--- config.mk ---
export PLATFORM = sky130hd
export DESIGN_NAME = shift_rotate_string_exec
export DESIGN_NICKNAME = d
export VERILOG_FILES = /design/src/common/exec_pkg.sv /design/src/design/shift_rotate_string_exec.sv
export SDC_FILE = /design/constraint.sdc
export NUM_CORES = 1
export LEC_CHECK = 0
export ABC_AREA = 0
export BUFFER_PORTS_ARGS = -buffer_cell sky130_fd_sc_hd__clkbuf_2
export CAP_MARGIN = 20
export CORE_MARGIN = 8
export CORE_UTILIZATION = 45
export CTS_BUF_LIST = sky130_fd_sc_hd__clkbuf_4
export CTS_CLUSTER_DIAMETER = 50
export DETAILED_ROUTE_END_ITERATION = 6
export GPL_ROUTABILITY_DRIVEN = 0
export PLACE_DENSITY_LB_ADDON = 0.25
export REMOVE_ABC_BUFFERS = 1
export SLEW_MARGIN = 0
export SYNTH_ARGS = -nofsm -noshare
export SYNTH_HDL_FRONTEND = slang
export SYNTH_SLANG_ARGS = --single-unit
--- constraint.sdc ---
create_clock -name clock_i -period 6.1 [get_ports clock_i]
set_clock_uncertainty 0.1 [all_clocks]
set_input_delay 1.22 -clock clock_i [delete_from_list [all_inputs] [get_ports clock_i]]
set_output_delay 1.22 -clock clock_i [all_outputs]
set_load 0.05 [all_outputs]
--- src/common/exec_pkg.sv ---
/*
  Shared definitions for the shift, rotate and string execution unit: register
  offsets, field positions, operation codes, segment codes, states and carriers.
  Assumes a 32-bit classic Wishbone register bus and a 16-bit operand port.
*/
package exec_pkg;

  // Register byte offsets on the Wishbone bus.
  localparam logic [7:0] OFF_CTRL    = 8'h00;
  localparam logic [7:0] OFF_OPERAND = 8'h04;
  localparam logic [7:0] OFF_FLAGS   = 8'h08;
  localparam logic [7:0] OFF_COUNT   = 8'h0c;
  localparam logic [7:0] OFF_REPCNT  = 8'h10;
  localparam logic [7:0] OFF_SRCIDX  = 8'h14;
  localparam logic [7:0] OFF_DSTIDX  = 8'h18;
  localparam logic [7:0] OFF_ACC     = 8'h1c;
  localparam logic [7:0] OFF_STATUS  = 8'h20;

  // Control register fields.
  localparam int CTRL_OP_LSB   = 0;
  localparam int CTRL_WORD_BIT = 4;
  localparam int CTRL_CNT_BIT  = 5;
  localparam int CTRL_REP_LSB  = 6;
  localparam int CTRL_OVR_BIT  = 8;
  localparam int CTRL_SEG_LSB  = 9;
  localparam int CTRL_GO_BIT   = 31;

  // Flag register bit positions.
  localparam int FLG_CARRY  = 0;
  localparam int FLG_PARITY = 2;
  localparam int FLG_ZERO   = 6;
  localparam int FLG_SIGN   = 7;
  localparam int FLG_DIR    = 10;
  localparam int FLG_OVF    = 11;

  // Status register bit positions.
  localparam int STS_BUSY = 0;
  localparam int STS_SUSP = 1;

  localparam logic [15:0] FLAGS_RESET = 16'h0000;
  localparam logic [15:0] STEP_BYTE   = 16'h0001;
  localparam logic [15:0] STEP_WORD   = 16'h0002;
  localparam logic [7:0]  COUNT_ONE   = 8'h01;

  typedef enum logic [3:0] {
    OP_SAR   = 4'b0000,
    OP_ROL   = 4'b0001,
    OP_ROR   = 4'b0010,
    OP_RCL   = 4'b0011,
    OP_RCR   = 4'b0100,
    OP_MOVE  = 4'b1000,
    OP_CMP   = 4'b1001,
    OP_SCAN  = 4'b1010,
    OP_LOAD  = 4'b1011,
    OP_STORE = 4'b1100
  } op_t;

  typedef enum logic [1:0] {
    REP_NONE    = 2'b00,
    REP_EQUAL   = 2'b01,
    REP_UNEQUAL = 2'b10
  } rep_t;

  typedef enum logic [1:0] {
    SEG_EXTRA = 2'b00,
    SEG_CODE  = 2'b01,
    SEG_STACK = 2'b10,
    SEG_DATA  = 2'b11
  } seg_t;

  typedef enum logic [2:0] {
    ST_IDLE   = 3'b000,
    ST_SHIFT  = 3'b001,
    ST_CHECK  = 3'b010,
    ST_RD_SRC = 3'b011,
    ST_RD_DST = 3'b100,
    ST_WR_DST = 3'b101,
    ST_UPDATE = 3'b110
  } state_t;

  typedef struct packed {
    logic        cyc;
    logic        stb;
    logic        we;
    logic [7:0]  adr;
    logic [3:0]  sel;
    logic [31:0] dat;
  } wb_req_t;

  typedef struct packed {
    logic        req;
    logic        we;
    logic        word;
    seg_t        seg;
    logic [15:0] off;
    logic [15:0] wdata;
  } mem_req_t;

endpackage

--- src/design/shift_rotate_string_exec.sv ---
/*
  Shift, rotate and repeated string execution unit with a Wishbone slave.
  Assumes a classic Wishbone master on wb_i and a bus interface unit that
  answers each mem_o request with a one-cycle mem_ack_i.
*/
`timescale 1ns/100ps
`default_nettype none

module shift_rotate_string_exec (
  input  wire logic              clock_i,        // 10 MHz clock
  input  wire logic              reset_i,        // Synchronous reset, active high
  input  wire exec_pkg::wb_req_t wb_i,           // Wishbone request
  output logic [31:0]            wb_dat_o,       // Wishbone read data
  output logic                   wb_ack_o,       // Wishbone acknowledge
  output exec_pkg::mem_req_t     mem_o,          // Element access request
  input  wire logic              mem_ack_i,      // Element access done
  input  wire logic [15:0]       mem_rdata_i,    // Element read data
  input  wire logic              intr_pending_i, // Interrupt waiting
  output logic                   busy_o,         // Operation in progress
  output logic                   suspended_o     // Repeat stopped for interrupt
);
  import exec_pkg::*;

  typedef struct packed {
    state_t      st;
    op_t         op;
    logic        word;
    rep_t        repeat_prefix;
    logic        ovr_en;
    seg_t        ovr_seg;
    logic [7:0]  cnt;
    logic        orig_msb;
    logic [15:0] operand;
    logic [15:0] flags;
    logic [7:0]  count_low;
    logic [15:0] rep_cnt;
    logic [15:0] src_idx;
    logic [15:0] dst_idx;
    logic [15:0] acc;
    logic [15:0] src_data;
    logic        suspended;
    logic        ack;
    logic [31:0] rdata;
    mem_req_t    mem;
  } exec_state_t;

  exec_state_t state_ff;
  exec_state_t nxt_state;

  function automatic logic [31:0] merge(input logic [31:0] old_v, input logic [31:0] dat,
                                        input logic [3:0] sel);
    logic [31:0] r;
    r = old_v;
    for (int i = 0; i < 4; i++) begin
      if (sel[i]) begin
        r[i*8 +: 8] = dat[i*8 +: 8];
      end
    end
    return r;
  endfunction

  function automatic logic [15:0] width_mask(input logic [15:0] v, input logic w);
    return w ? v : {8'h00, v[7:0]};
  endfunction

  ////////////////////////////////////////////////////////////////////////////
  // Combinational views of the current state.

  logic        wr_en;
  logic [31:0] ctrl_new;
  logic        top_bit;
  logic [15:0] rot_val;
  logic        rot_cf;
  logic [15:0] step;
  logic [15:0] cmp_a;
  logic [15:0] cmp_b;
  logic [16:0] diff;
  logic [15:0] diff_r;
  logic        a_msb;
  logic        b_msb;
  logic        r_msb;
  logic        dir;
  logic [15:0] rd_data;
  logic        is_rep;
  logic [31:0] reg_view;
  logic [31:0] wr_word;

  always_comb begin
    wr_en    = wb_i.cyc && wb_i.stb && wb_i.we && !state_ff.ack;
    ctrl_new = merge(32'h0000_0000, wb_i.dat, wb_i.sel);
    dir      = state_ff.flags[FLG_DIR];
    is_rep   = (state_ff.repeat_prefix != REP_NONE);
    // One view serves both the read path and the byte-lane merge of a write.
    case (wb_i.adr)
      OFF_CTRL:    reg_view = {27'h0, state_ff.word, state_ff.op};
      OFF_OPERAND: reg_view = {16'h0000, state_ff.operand};
      OFF_FLAGS:   reg_view = {16'h0000, state_ff.flags};
      OFF_COUNT:   reg_view = {24'h000000, state_ff.count_low};
      OFF_REPCNT:  reg_view = {16'h0000, state_ff.rep_cnt};
      OFF_SRCIDX:  reg_view = {16'h0000, state_ff.src_idx};
      OFF_DSTIDX:  reg_view = {16'h0000, state_ff.dst_idx};
      OFF_ACC:     reg_view = {16'h0000, state_ff.acc};
      OFF_STATUS:  reg_view = {30'h0, state_ff.suspended, state_ff.st != ST_IDLE};
      default:     reg_view = 32'h0000_0000;
    endcase
    wr_word  = merge(reg_view, wb_i.dat, wb_i.sel);
    step     = state_ff.word ? STEP_WORD : STEP_BYTE;
    rd_data  = width_mask(mem_rdata_i, state_ff.word);
    top_bit  = state_ff.word ? state_ff.operand[15] : state_ff.operand[7];
    rot_val  = state_ff.operand;
    rot_cf   = state_ff.flags[FLG_CARRY];
    case (state_ff.op)
      OP_SAR: begin
        rot_val = state_ff.word ? {top_bit, state_ff.operand[15:1]}
                                : {8'h00, top_bit, state_ff.operand[7:1]};
        rot_cf  = state_ff.operand[0];
      end
      OP_ROL: begin
        rot_val = state_ff.word ? {state_ff.operand[14:0], top_bit}
                                : {8'h00, state_ff.operand[6:0], top_bit};
        rot_cf  = top_bit;
      end
      OP_ROR: begin
        rot_val = state_ff.word ? {state_ff.operand[0], state_ff.operand[15:1]}
                                : {8'h00, state_ff.operand[0], state_ff.operand[7:1]};
        rot_cf  = state_ff.operand[0];
      end
      OP_RCL: begin
        rot_val = state_ff.word
                  ? {state_ff.operand[14:0], state_ff.flags[FLG_CARRY]}
                  : {8'h00, state_ff.operand[6:0], state_ff.flags[FLG_CARRY]};
        rot_cf  = top_bit;
      end
      OP_RCR: begin
        rot_val = state_ff.word
                  ? {state_ff.flags[FLG_CARRY], state_ff.operand[15:1]}
                  : {8'h00, state_ff.flags[FLG_CARRY], state_ff.operand[7:1]};
        rot_cf  = state_ff.operand[0];
      end
      default: begin
        rot_val = state_ff.operand;
        rot_cf  = state_ff.flags[FLG_CARRY];
      end
    endcase
    cmp_a  = width_mask((state_ff.op == OP_CMP) ? state_ff.src_data : state_ff.acc,
                        state_ff.word);
    cmp_b  = rd_data;
    diff   = {1'b0, cmp_a} - {1'b0, cmp_b};
    diff_r = width_mask(diff[15:0], state_ff.word);
    a_msb  = state_ff.word ? cmp_a[15] : cmp_a[7];
    b_msb  = state_ff.word ? cmp_b[15] : cmp_b[7];
    r_msb  = state_ff.word ? diff_r[15] : diff_r[7];
  end

  ////////////////////////////////////////////////////////////////////////////
  // Next state.

  always_comb begin
    nxt_state = state_ff;
    nxt_state.ack = wb_i.cyc && wb_i.stb && !state_ff.ack;
    nxt_state.rdata = reg_view;
    if (state_ff.mem.req && mem_ack_i) begin
      nxt_state.mem.req = 1'b0;
    end
    case (state_ff.st)
      ST_IDLE: begin
        if (wr_en) begin
          case (wb_i.adr)
            OFF_OPERAND: nxt_state.operand = wr_word[15:0];
            OFF_FLAGS:   nxt_state.flags = wr_word[15:0];
            OFF_COUNT:   nxt_state.count_low = wr_word[7:0];
            OFF_REPCNT:  nxt_state.rep_cnt = wr_word[15:0];
            OFF_SRCIDX:  nxt_state.src_idx = wr_word[15:0];
            OFF_DSTIDX:  nxt_state.dst_idx = wr_word[15:0];
            OFF_ACC:     nxt_state.acc = wr_word[15:0];
            OFF_CTRL: begin
              if (ctrl_new[CTRL_GO_BIT]) begin
                nxt_state.op        = op_t'(ctrl_new[CTRL_OP_LSB +: 4]);
                nxt_state.word      = ctrl_new[CTRL_WORD_BIT];
                nxt_state.repeat_prefix       = rep_t'(ctrl_new[CTRL_REP_LSB +: 2]);
                nxt_state.ovr_en    = ctrl_new[CTRL_OVR_BIT];
                nxt_state.ovr_seg   = seg_t'(ctrl_new[CTRL_SEG_LSB +: 2]);
                nxt_state.suspended = 1'b0;
                if (ctrl_new[CTRL_OP_LSB + 3]) begin
                  nxt_state.st = ST_CHECK;
                end else begin
                  nxt_state.cnt = ctrl_new[CTRL_CNT_BIT] ? state_ff.count_low
                                                         : COUNT_ONE;
                  nxt_state.orig_msb = ctrl_new[CTRL_WORD_BIT] ? state_ff.operand[15]
                                                               : state_ff.operand[7];
                  if ((ctrl_new[CTRL_CNT_BIT] ? state_ff.count_low : COUNT_ONE) != 8'h00) begin
                    nxt_state.st = ST_SHIFT;
                  end
                end
              end
            end
            default: ;
          endcase
        end
      end
      ST_SHIFT: begin
        nxt_state.operand          = rot_val;
        nxt_state.flags[FLG_CARRY] = rot_cf;
        nxt_state.cnt              = state_ff.cnt - 8'h01;
        if (state_ff.cnt == 8'h01) begin
          nxt_state.st = ST_IDLE;
          // Sign change against the original; for multibit counts this is just a value.
          nxt_state.flags[FLG_OVF] = (state_ff.word ? rot_val[15] : rot_val[7]) ^
                                     state_ff.orig_msb;
          if (state_ff.op == OP_SAR) begin
            nxt_state.flags[FLG_ZERO]   = (rot_val == 16'h0000);
            nxt_state.flags[FLG_SIGN]   = state_ff.word ? rot_val[15] : rot_val[7];
            nxt_state.flags[FLG_PARITY] = ~^rot_val[7:0];
          end
        end
      end
      ST_CHECK: begin
        if (is_rep && state_ff.rep_cnt == 16'h0000) begin
          nxt_state.st = ST_IDLE;
        end else if (is_rep && intr_pending_i) begin
          nxt_state.st        = ST_IDLE;
          nxt_state.suspended = 1'b1;
        end else begin
          nxt_state.mem.req   = 1'b1;
          nxt_state.mem.word  = state_ff.word;
          nxt_state.mem.wdata = width_mask(state_ff.acc, state_ff.word);
          case (state_ff.op)
            OP_SCAN: begin
              nxt_state.st      = ST_RD_DST;
              nxt_state.mem.we  = 1'b0;
              nxt_state.mem.seg = SEG_EXTRA;
              nxt_state.mem.off = state_ff.dst_idx;
            end
            OP_STORE: begin
              nxt_state.st      = ST_WR_DST;
              nxt_state.mem.we  = 1'b1;
              nxt_state.mem.seg = SEG_EXTRA;
              nxt_state.mem.off = state_ff.dst_idx;
            end
            default: begin
              nxt_state.st      = ST_RD_SRC;
              nxt_state.mem.we  = 1'b0;
              nxt_state.mem.seg = state_ff.ovr_en ? state_ff.ovr_seg : SEG_DATA;
              nxt_state.mem.off = state_ff.src_idx;
            end
          endcase
        end
      end
      ST_RD_SRC: begin
        if (mem_ack_i) begin
          nxt_state.src_data = rd_data;
          case (state_ff.op)
            OP_LOAD: begin
              nxt_state.acc = state_ff.word ? rd_data : {state_ff.acc[15:8], rd_data[7:0]};
              nxt_state.st  = ST_UPDATE;
            end
            OP_MOVE: begin
              nxt_state.st        = ST_WR_DST;
              nxt_state.mem.req   = 1'b1;
              nxt_state.mem.we    = 1'b1;
              nxt_state.mem.seg   = SEG_EXTRA;
              nxt_state.mem.off   = state_ff.dst_idx;
              nxt_state.mem.wdata = rd_data;
            end
            default: begin
              nxt_state.st      = ST_RD_DST;
              nxt_state.mem.req = 1'b1;
              nxt_state.mem.we  = 1'b0;
              nxt_state.mem.seg = SEG_EXTRA;
              nxt_state.mem.off = state_ff.dst_idx;
            end
          endcase
        end
      end
      ST_RD_DST: begin
        if (mem_ack_i) begin
          nxt_state.flags[FLG_CARRY]  = diff[16];
          nxt_state.flags[FLG_ZERO]   = (diff_r == 16'h0000);
          nxt_state.flags[FLG_SIGN]   = r_msb;
          nxt_state.flags[FLG_PARITY] = ~^diff_r[7:0];
          nxt_state.flags[FLG_OVF]    = (a_msb ^ b_msb) & (a_msb ^ r_msb);
          nxt_state.st                = ST_UPDATE;
        end
      end
      ST_WR_DST: begin
        if (mem_ack_i) begin
          nxt_state.st = ST_UPDATE;
        end
      end
      ST_UPDATE: begin
        if (state_ff.op != OP_SCAN && state_ff.op != OP_STORE) begin
          nxt_state.src_idx = dir ? state_ff.src_idx - step : state_ff.src_idx + step;
        end
        if (state_ff.op != OP_LOAD) begin
          nxt_state.dst_idx = dir ? state_ff.dst_idx - step : state_ff.dst_idx + step;
        end
        if (is_rep) begin
          nxt_state.rep_cnt = state_ff.rep_cnt - 16'h0001;
        end
        if (!is_rep) begin
          nxt_state.st = ST_IDLE;
        end else if ((state_ff.op == OP_CMP || state_ff.op == OP_SCAN) &&
                     ((state_ff.repeat_prefix == REP_EQUAL && !state_ff.flags[FLG_ZERO]) ||
                      (state_ff.repeat_prefix == REP_UNEQUAL && state_ff.flags[FLG_ZERO]))) begin
          nxt_state.st = ST_IDLE;
        end else begin
          nxt_state.st = ST_CHECK;
        end
      end
      default: nxt_state.st = ST_IDLE;
    endcase
  end

  always_ff @(posedge clock_i) begin
    if (reset_i) begin
      state_ff       <= '0;
      state_ff.flags <= FLAGS_RESET;
    end else begin
      state_ff <= nxt_state;
    end
  end

  assign wb_dat_o    = state_ff.rdata;
  assign wb_ack_o    = state_ff.ack;
  assign mem_o       = state_ff.mem;
  assign busy_o      = (state_ff.st != ST_IDLE);
  assign suspended_o = state_ff.suspended;

  ////////////////////////////////////////////////////////////////////////////
  // Checks.

  AST_SAR_SIGN: assert property (@(posedge clock_i) disable iff (reset_i)
    (state_ff.st == ST_SHIFT && state_ff.op == OP_SAR && state_ff.word)
    |=> state_ff.operand[15] == $past(state_ff.operand[15]))
    else $error("Arithmetic shift lost the sign bit.");

  AST_ROT_FLAGS_KEPT: assert property (@(posedge clock_i) disable iff (reset_i)
    (state_ff.st == ST_SHIFT && state_ff.op != OP_SAR)
    |=> (state_ff.flags[FLG_ZERO] == $past(state_ff.flags[FLG_ZERO])) &&
        (state_ff.flags[FLG_SIGN] == $past(state_ff.flags[FLG_SIGN])))
    else $error("Rotate changed a flag other than carry or overflow.");

  AST_ROL_CARRY: assert property (@(posedge clock_i) disable iff (reset_i)
    (state_ff.st == ST_SHIFT && state_ff.op == OP_ROL && state_ff.word)
    |=> state_ff.flags[FLG_CARRY] == state_ff.operand[0])
    else $error("Rotate left carry differs from the wrapped bit.");

  AST_RCR_IN: assert property (@(posedge clock_i) disable iff (reset_i)
    (state_ff.st == ST_SHIFT && state_ff.op == OP_RCR && state_ff.word)
    |=> state_ff.operand[15] == $past(state_ff.flags[FLG_CARRY]) &&
        state_ff.flags[FLG_CARRY] == $past(state_ff.operand[0]))
    else $error("Rotate right through carry moved the wrong bits.");

  AST_ZERO_SKIP: assert property (@(posedge clock_i) disable iff (reset_i)
    (state_ff.st == ST_CHECK && is_rep && state_ff.rep_cnt == 16'h0000)
    |=> state_ff.st == ST_IDLE && !state_ff.mem.req)
    else $error("Zero repetition count still processed an element.");

  AST_DEST_SEG: assert property (@(posedge clock_i) disable iff (reset_i)
    (state_ff.mem.req && state_ff.st inside {ST_RD_DST, ST_WR_DST})
    |-> state_ff.mem.seg == SEG_EXTRA)
    else $error("Destination access outside the extra segment.");

  AST_INDEX_STEP: assert property (@(posedge clock_i) disable iff (reset_i)
    (state_ff.st == ST_UPDATE && state_ff.op == OP_STORE)
    |=> state_ff.dst_idx == ($past(state_ff.flags[FLG_DIR])
        ? $past(state_ff.dst_idx) - $past(step) : $past(state_ff.dst_idx) + $past(step)))
    else $error("Destination index moved the wrong way or amount.");

  AST_COUNT_DEC: assert property (@(posedge clock_i) disable iff (reset_i)
    (state_ff.st == ST_UPDATE && is_rep)
    |=> state_ff.rep_cnt == $past(state_ff.rep_cnt) - 16'h0001)
    else $error("Repetition counter did not drop by one.");

  AST_INTR_SUSPEND: assert property (@(posedge clock_i) disable iff (reset_i)
    (state_ff.st == ST_CHECK && is_rep && state_ff.rep_cnt != 16'h0000 && intr_pending_i)
    |=> suspended_o && !busy_o && !state_ff.mem.req)
    else $error("Pending interrupt was not taken between elements.");

endmodule

`default_nettype wire

==> results.json <==
{
  "holdCritStartpoint": "state_ff[71]",
  "dieArea_um2": 36000,
  "cp.buffers_inverters": 1,
  "placed_cell_area_um2": 13900,
  "rr_endpoint": "state_ff[165]",
  "r2r-start": "state_ff[208]",
  "dpl.cell_count": 2132,
  "antenna_found_initial": 2,
  "wire_per_inst_um": 22.3,
  "seqPwrFrac_pct": 54.5,
  "internal_power_mw": 1.66,
  "crit_family": "compound AO/OA/AOI/OAI gates",
  "cp-start-kind": "flop",
  "cp_data_required_time_ns": 6.55,
  "drt_iter0_drc": 1759,
  "drc_errors": 29,
  "postSynthAreaPerCell_um2": 7.65,
  "port_buffers": 106,
  "cp.arrival_ns": 5.52,
  "grt_pass1_vias": 12700,
  "path_cells": "nor2b_1, nand3b_1, mux2i_1, ha_1, inv_1, fa_1, a211o_1, o211ai_1, nand2b_1, a21oi_1, xor2_1, ha_1, nand4_1, a2111oi_0, o21ai_0, a2111oi_0, nand4_1, a311oi_1",
  "p_per_area_nw_per_um2": 175,
  "setup_tns_ns": 0,
  "netlist_area_um2": 13600,
  "cts_tree": "built",
  "grt.total_usage_pct": 26.2,
  "synthDistinctLibCells": 85,
  "syn_to_final_growth_pct": 4.37,
  "final_common_cell": "nor2_1",
  "fmax_ghz": 0.197,
  "async_flop_share_pct": 0,
  "slowest_delay_ns": 0.80,
  "layout_min_cycle_time_ns": 5.07,
  "dp.final_hpwl_um": 35700,
  "status": "complete, but fails checks",
  "switching_power_uw": 824,
  "setup_viol": 0,
  "mostFrequentLayoutCells": "nor2_1 (206), dfxtp_1 (197), nand2_1 (186), a21oi_1 (170), clkbuf_2 (105)",
  "whs_ns": 0.365,
  "synthesis.instances": 1775,
  "num_vias": 13700,
  "clockRootBuffer": "clkbuf_4",
  "clkPwrFrac_pct": 30.1,
  "fill_cells": 2997,
  "maxSlewHeadroom_pct": 21.5,
  "register_area_um2": 3940,
  "min_delay_path_depth": 2,
  "dr.pass1.iters": 7,
  "final_max_slew_viol_count": 0,
  "fin_crit_sh_pct": 83.1,
  "ir_drop_mv": 0.134,
  "synth-seq-cells": 197,
  "clockBufferDepth": 2,
  "multiInputGateArea_um2": 8600,
  "final_area_um2": 14200,
  "cp-startpoint": "state_ff[208]",
  "nets": 1889,
  "cpMaxStageDelayCell": "dfxtp_1",
  "power.share.switching_pct": 33.2,
  "dieHeight_um": 190,
  "ff2ff_path_depth": 18,
  "worst_pin_slew_ns": 1.17,
  "wl_um": 48400,
  "drive_above_1_share_pct": 11.9,
  "min_path_type": "flop to flop",
  "utilization_pct": 47.7,
  "grt_max_degree": 60,
  "ioPinCount": 139,
  "grt_overflow": 0,
  "ys_seq_area_share_pct": 29.0,
  "worstSkewPairLatency_ns": 0.65,
  "final.setup.worst_slack_ns": 1.03,
  "ctsHoldBuffers": 0,
  "clkTransAtPathRegs_ns": 0.19,
  "power_frac_comb_pct": 15.4,
  "htree_num_levels": 4,
  "rsz0062_at_grt": "no",
  "dp_slack_ns": 1.25,
  "num_rows": 63,
  "die_width_um": 190,
  "cts.sink_count": 197,
  "end_kind": "flop",
  "power_mw": 2.48,
  "cts_buffers": 17,
  "hold_viol_final": 0,
  "vias_per_cell": 6.33,
  "post_cts_buffers": 0,
  "cap_viol_max_count": 0,
  "ant_nets": 0,
  "synth_warnings": 0,
  "synthFlopType": "dfxtp_1",
  "hold-path-endpoint": "state_ff[71]",
  "rrSetupSlack_ns": 1.03,
  "synth_edf_count": 0,
  "p_leak_nw": 5.39,
  "stdcell_count": 2167,
  "failed_checks": "design-rule violations",
  "crit_fanout": 19,
  "grt_pass1_wl_um": 74300,
  "initial_utilization_pct": 45.7,
  "ctsResizeCount": 0,
  "core_area_um2": 29700,
  "crit_type": "flop to flop"
}
-- cells in the mapped netlist, types with 20 or more instances --
library cell	instances	area share, %
a311oi_1	22	1.4
nand2b_1	29	1.3
buf_4	72	4.0
inv_1	39	1.1
clkbuf_1	78	2.2
xnor2_1	27	1.7
nor2_1	207	5.7
buf_2	21	0.77
dfxtp_1	197	29
a211oi_1	43	2.4
ha_1	57	5.3
mux2i_1	45	3.3
o21ai_0	103	3.8
nor3_1	48	1.8
a22oi_1	25	1.4
nand3_1	59	2.2
a21oi_1	170	6.3
and3_1	20	0.92
nand2_1	186	5.1
-- cell families after synthesis --
family / after synthesis / share of synthesized area, %
XOR/XNOR: 40 / 2.58
flip-flops: 197 / 29.0
other: 1 / 0.0276
AO/OA/AOI/OAI: 540 / 25.8
adder cells (fa/ha/maj): 60 / 5.69
buffers and inverters: 215 / 8.13
multiplexers: 67 / 5.58
AND/OR/NAND/NOR: 655 / 23.2
-- sequential cells by signal (all words and copies together) (netlist names) --
register / count
dir: 1
mem_o: 37
state_ff: 141
suspended_o: 1
wb_ack_o: 1
wb_dat_o: 16
-- worst max-delay path by stage --
stage                          endpoint  slack, ns  depth (start not counted)
after detailed placement  state_ff[165]       1.25                         18
after floorplan           state_ff[165]       1.71                         18
after global routing      state_ff[165]       0.71                         18
final                     state_ff[165]       1.03                         18
after CTS                 state_ff[165]       1.17                         18
after global placement    state_ff[165]       1.37                         18
-- final cells by class --
class / instances / share of cell area (%)
antenna: 2 / 0.0353
tap: 390 / 3.44
inverter: 39 / 1.03
sequential: 197 / 27.8
clock inverter: 14 / 0.998
multi-input combinational: 1378 / 60.7
timing repair buffer: 129 / 5.01
clock buffer: 18 / 0.953
-- routing by layer --
metal  track usage [%]  wire length, µm
met5                 0                0
met3              5.57             4860
met2              40.9            21500
met1              34.1            20000
met4              12.0             1980
-- worst register-to-register path, cell delays in order, from the launching register on --
cell and delay [ns]:
dfxtp_1 0.80, nor2b_1 0.25, nand3b_1 0.23, mux2i_1 0.24
ha_1 0.19, inv_1 0.06, fa_1 0.46, a211o_1 0.29
o211ai_1 0.18, nand2b_1 0.09, a21oi_1 0.19, xor2_1 0.18
ha_1 0.17, nand4_1 0.18, a2111oi_0 0.31, o21ai_0 0.14
a2111oi_0 0.43, nand4_1 0.21, a311oi_1 0.28
-- power by group through the flow --
stage	registers, mW	logic, mW	clock network, mW
CTS	1.35	0.374	0.757
finish	1.35	0.383	0.746
floorplan	1.36	0.230	0
global route	1.36	0.411	0.812
detailed placement	1.38	0.372	0
global placement	1.38	0.369	0
Note: power is estimated with default switching activity, not from simulation.
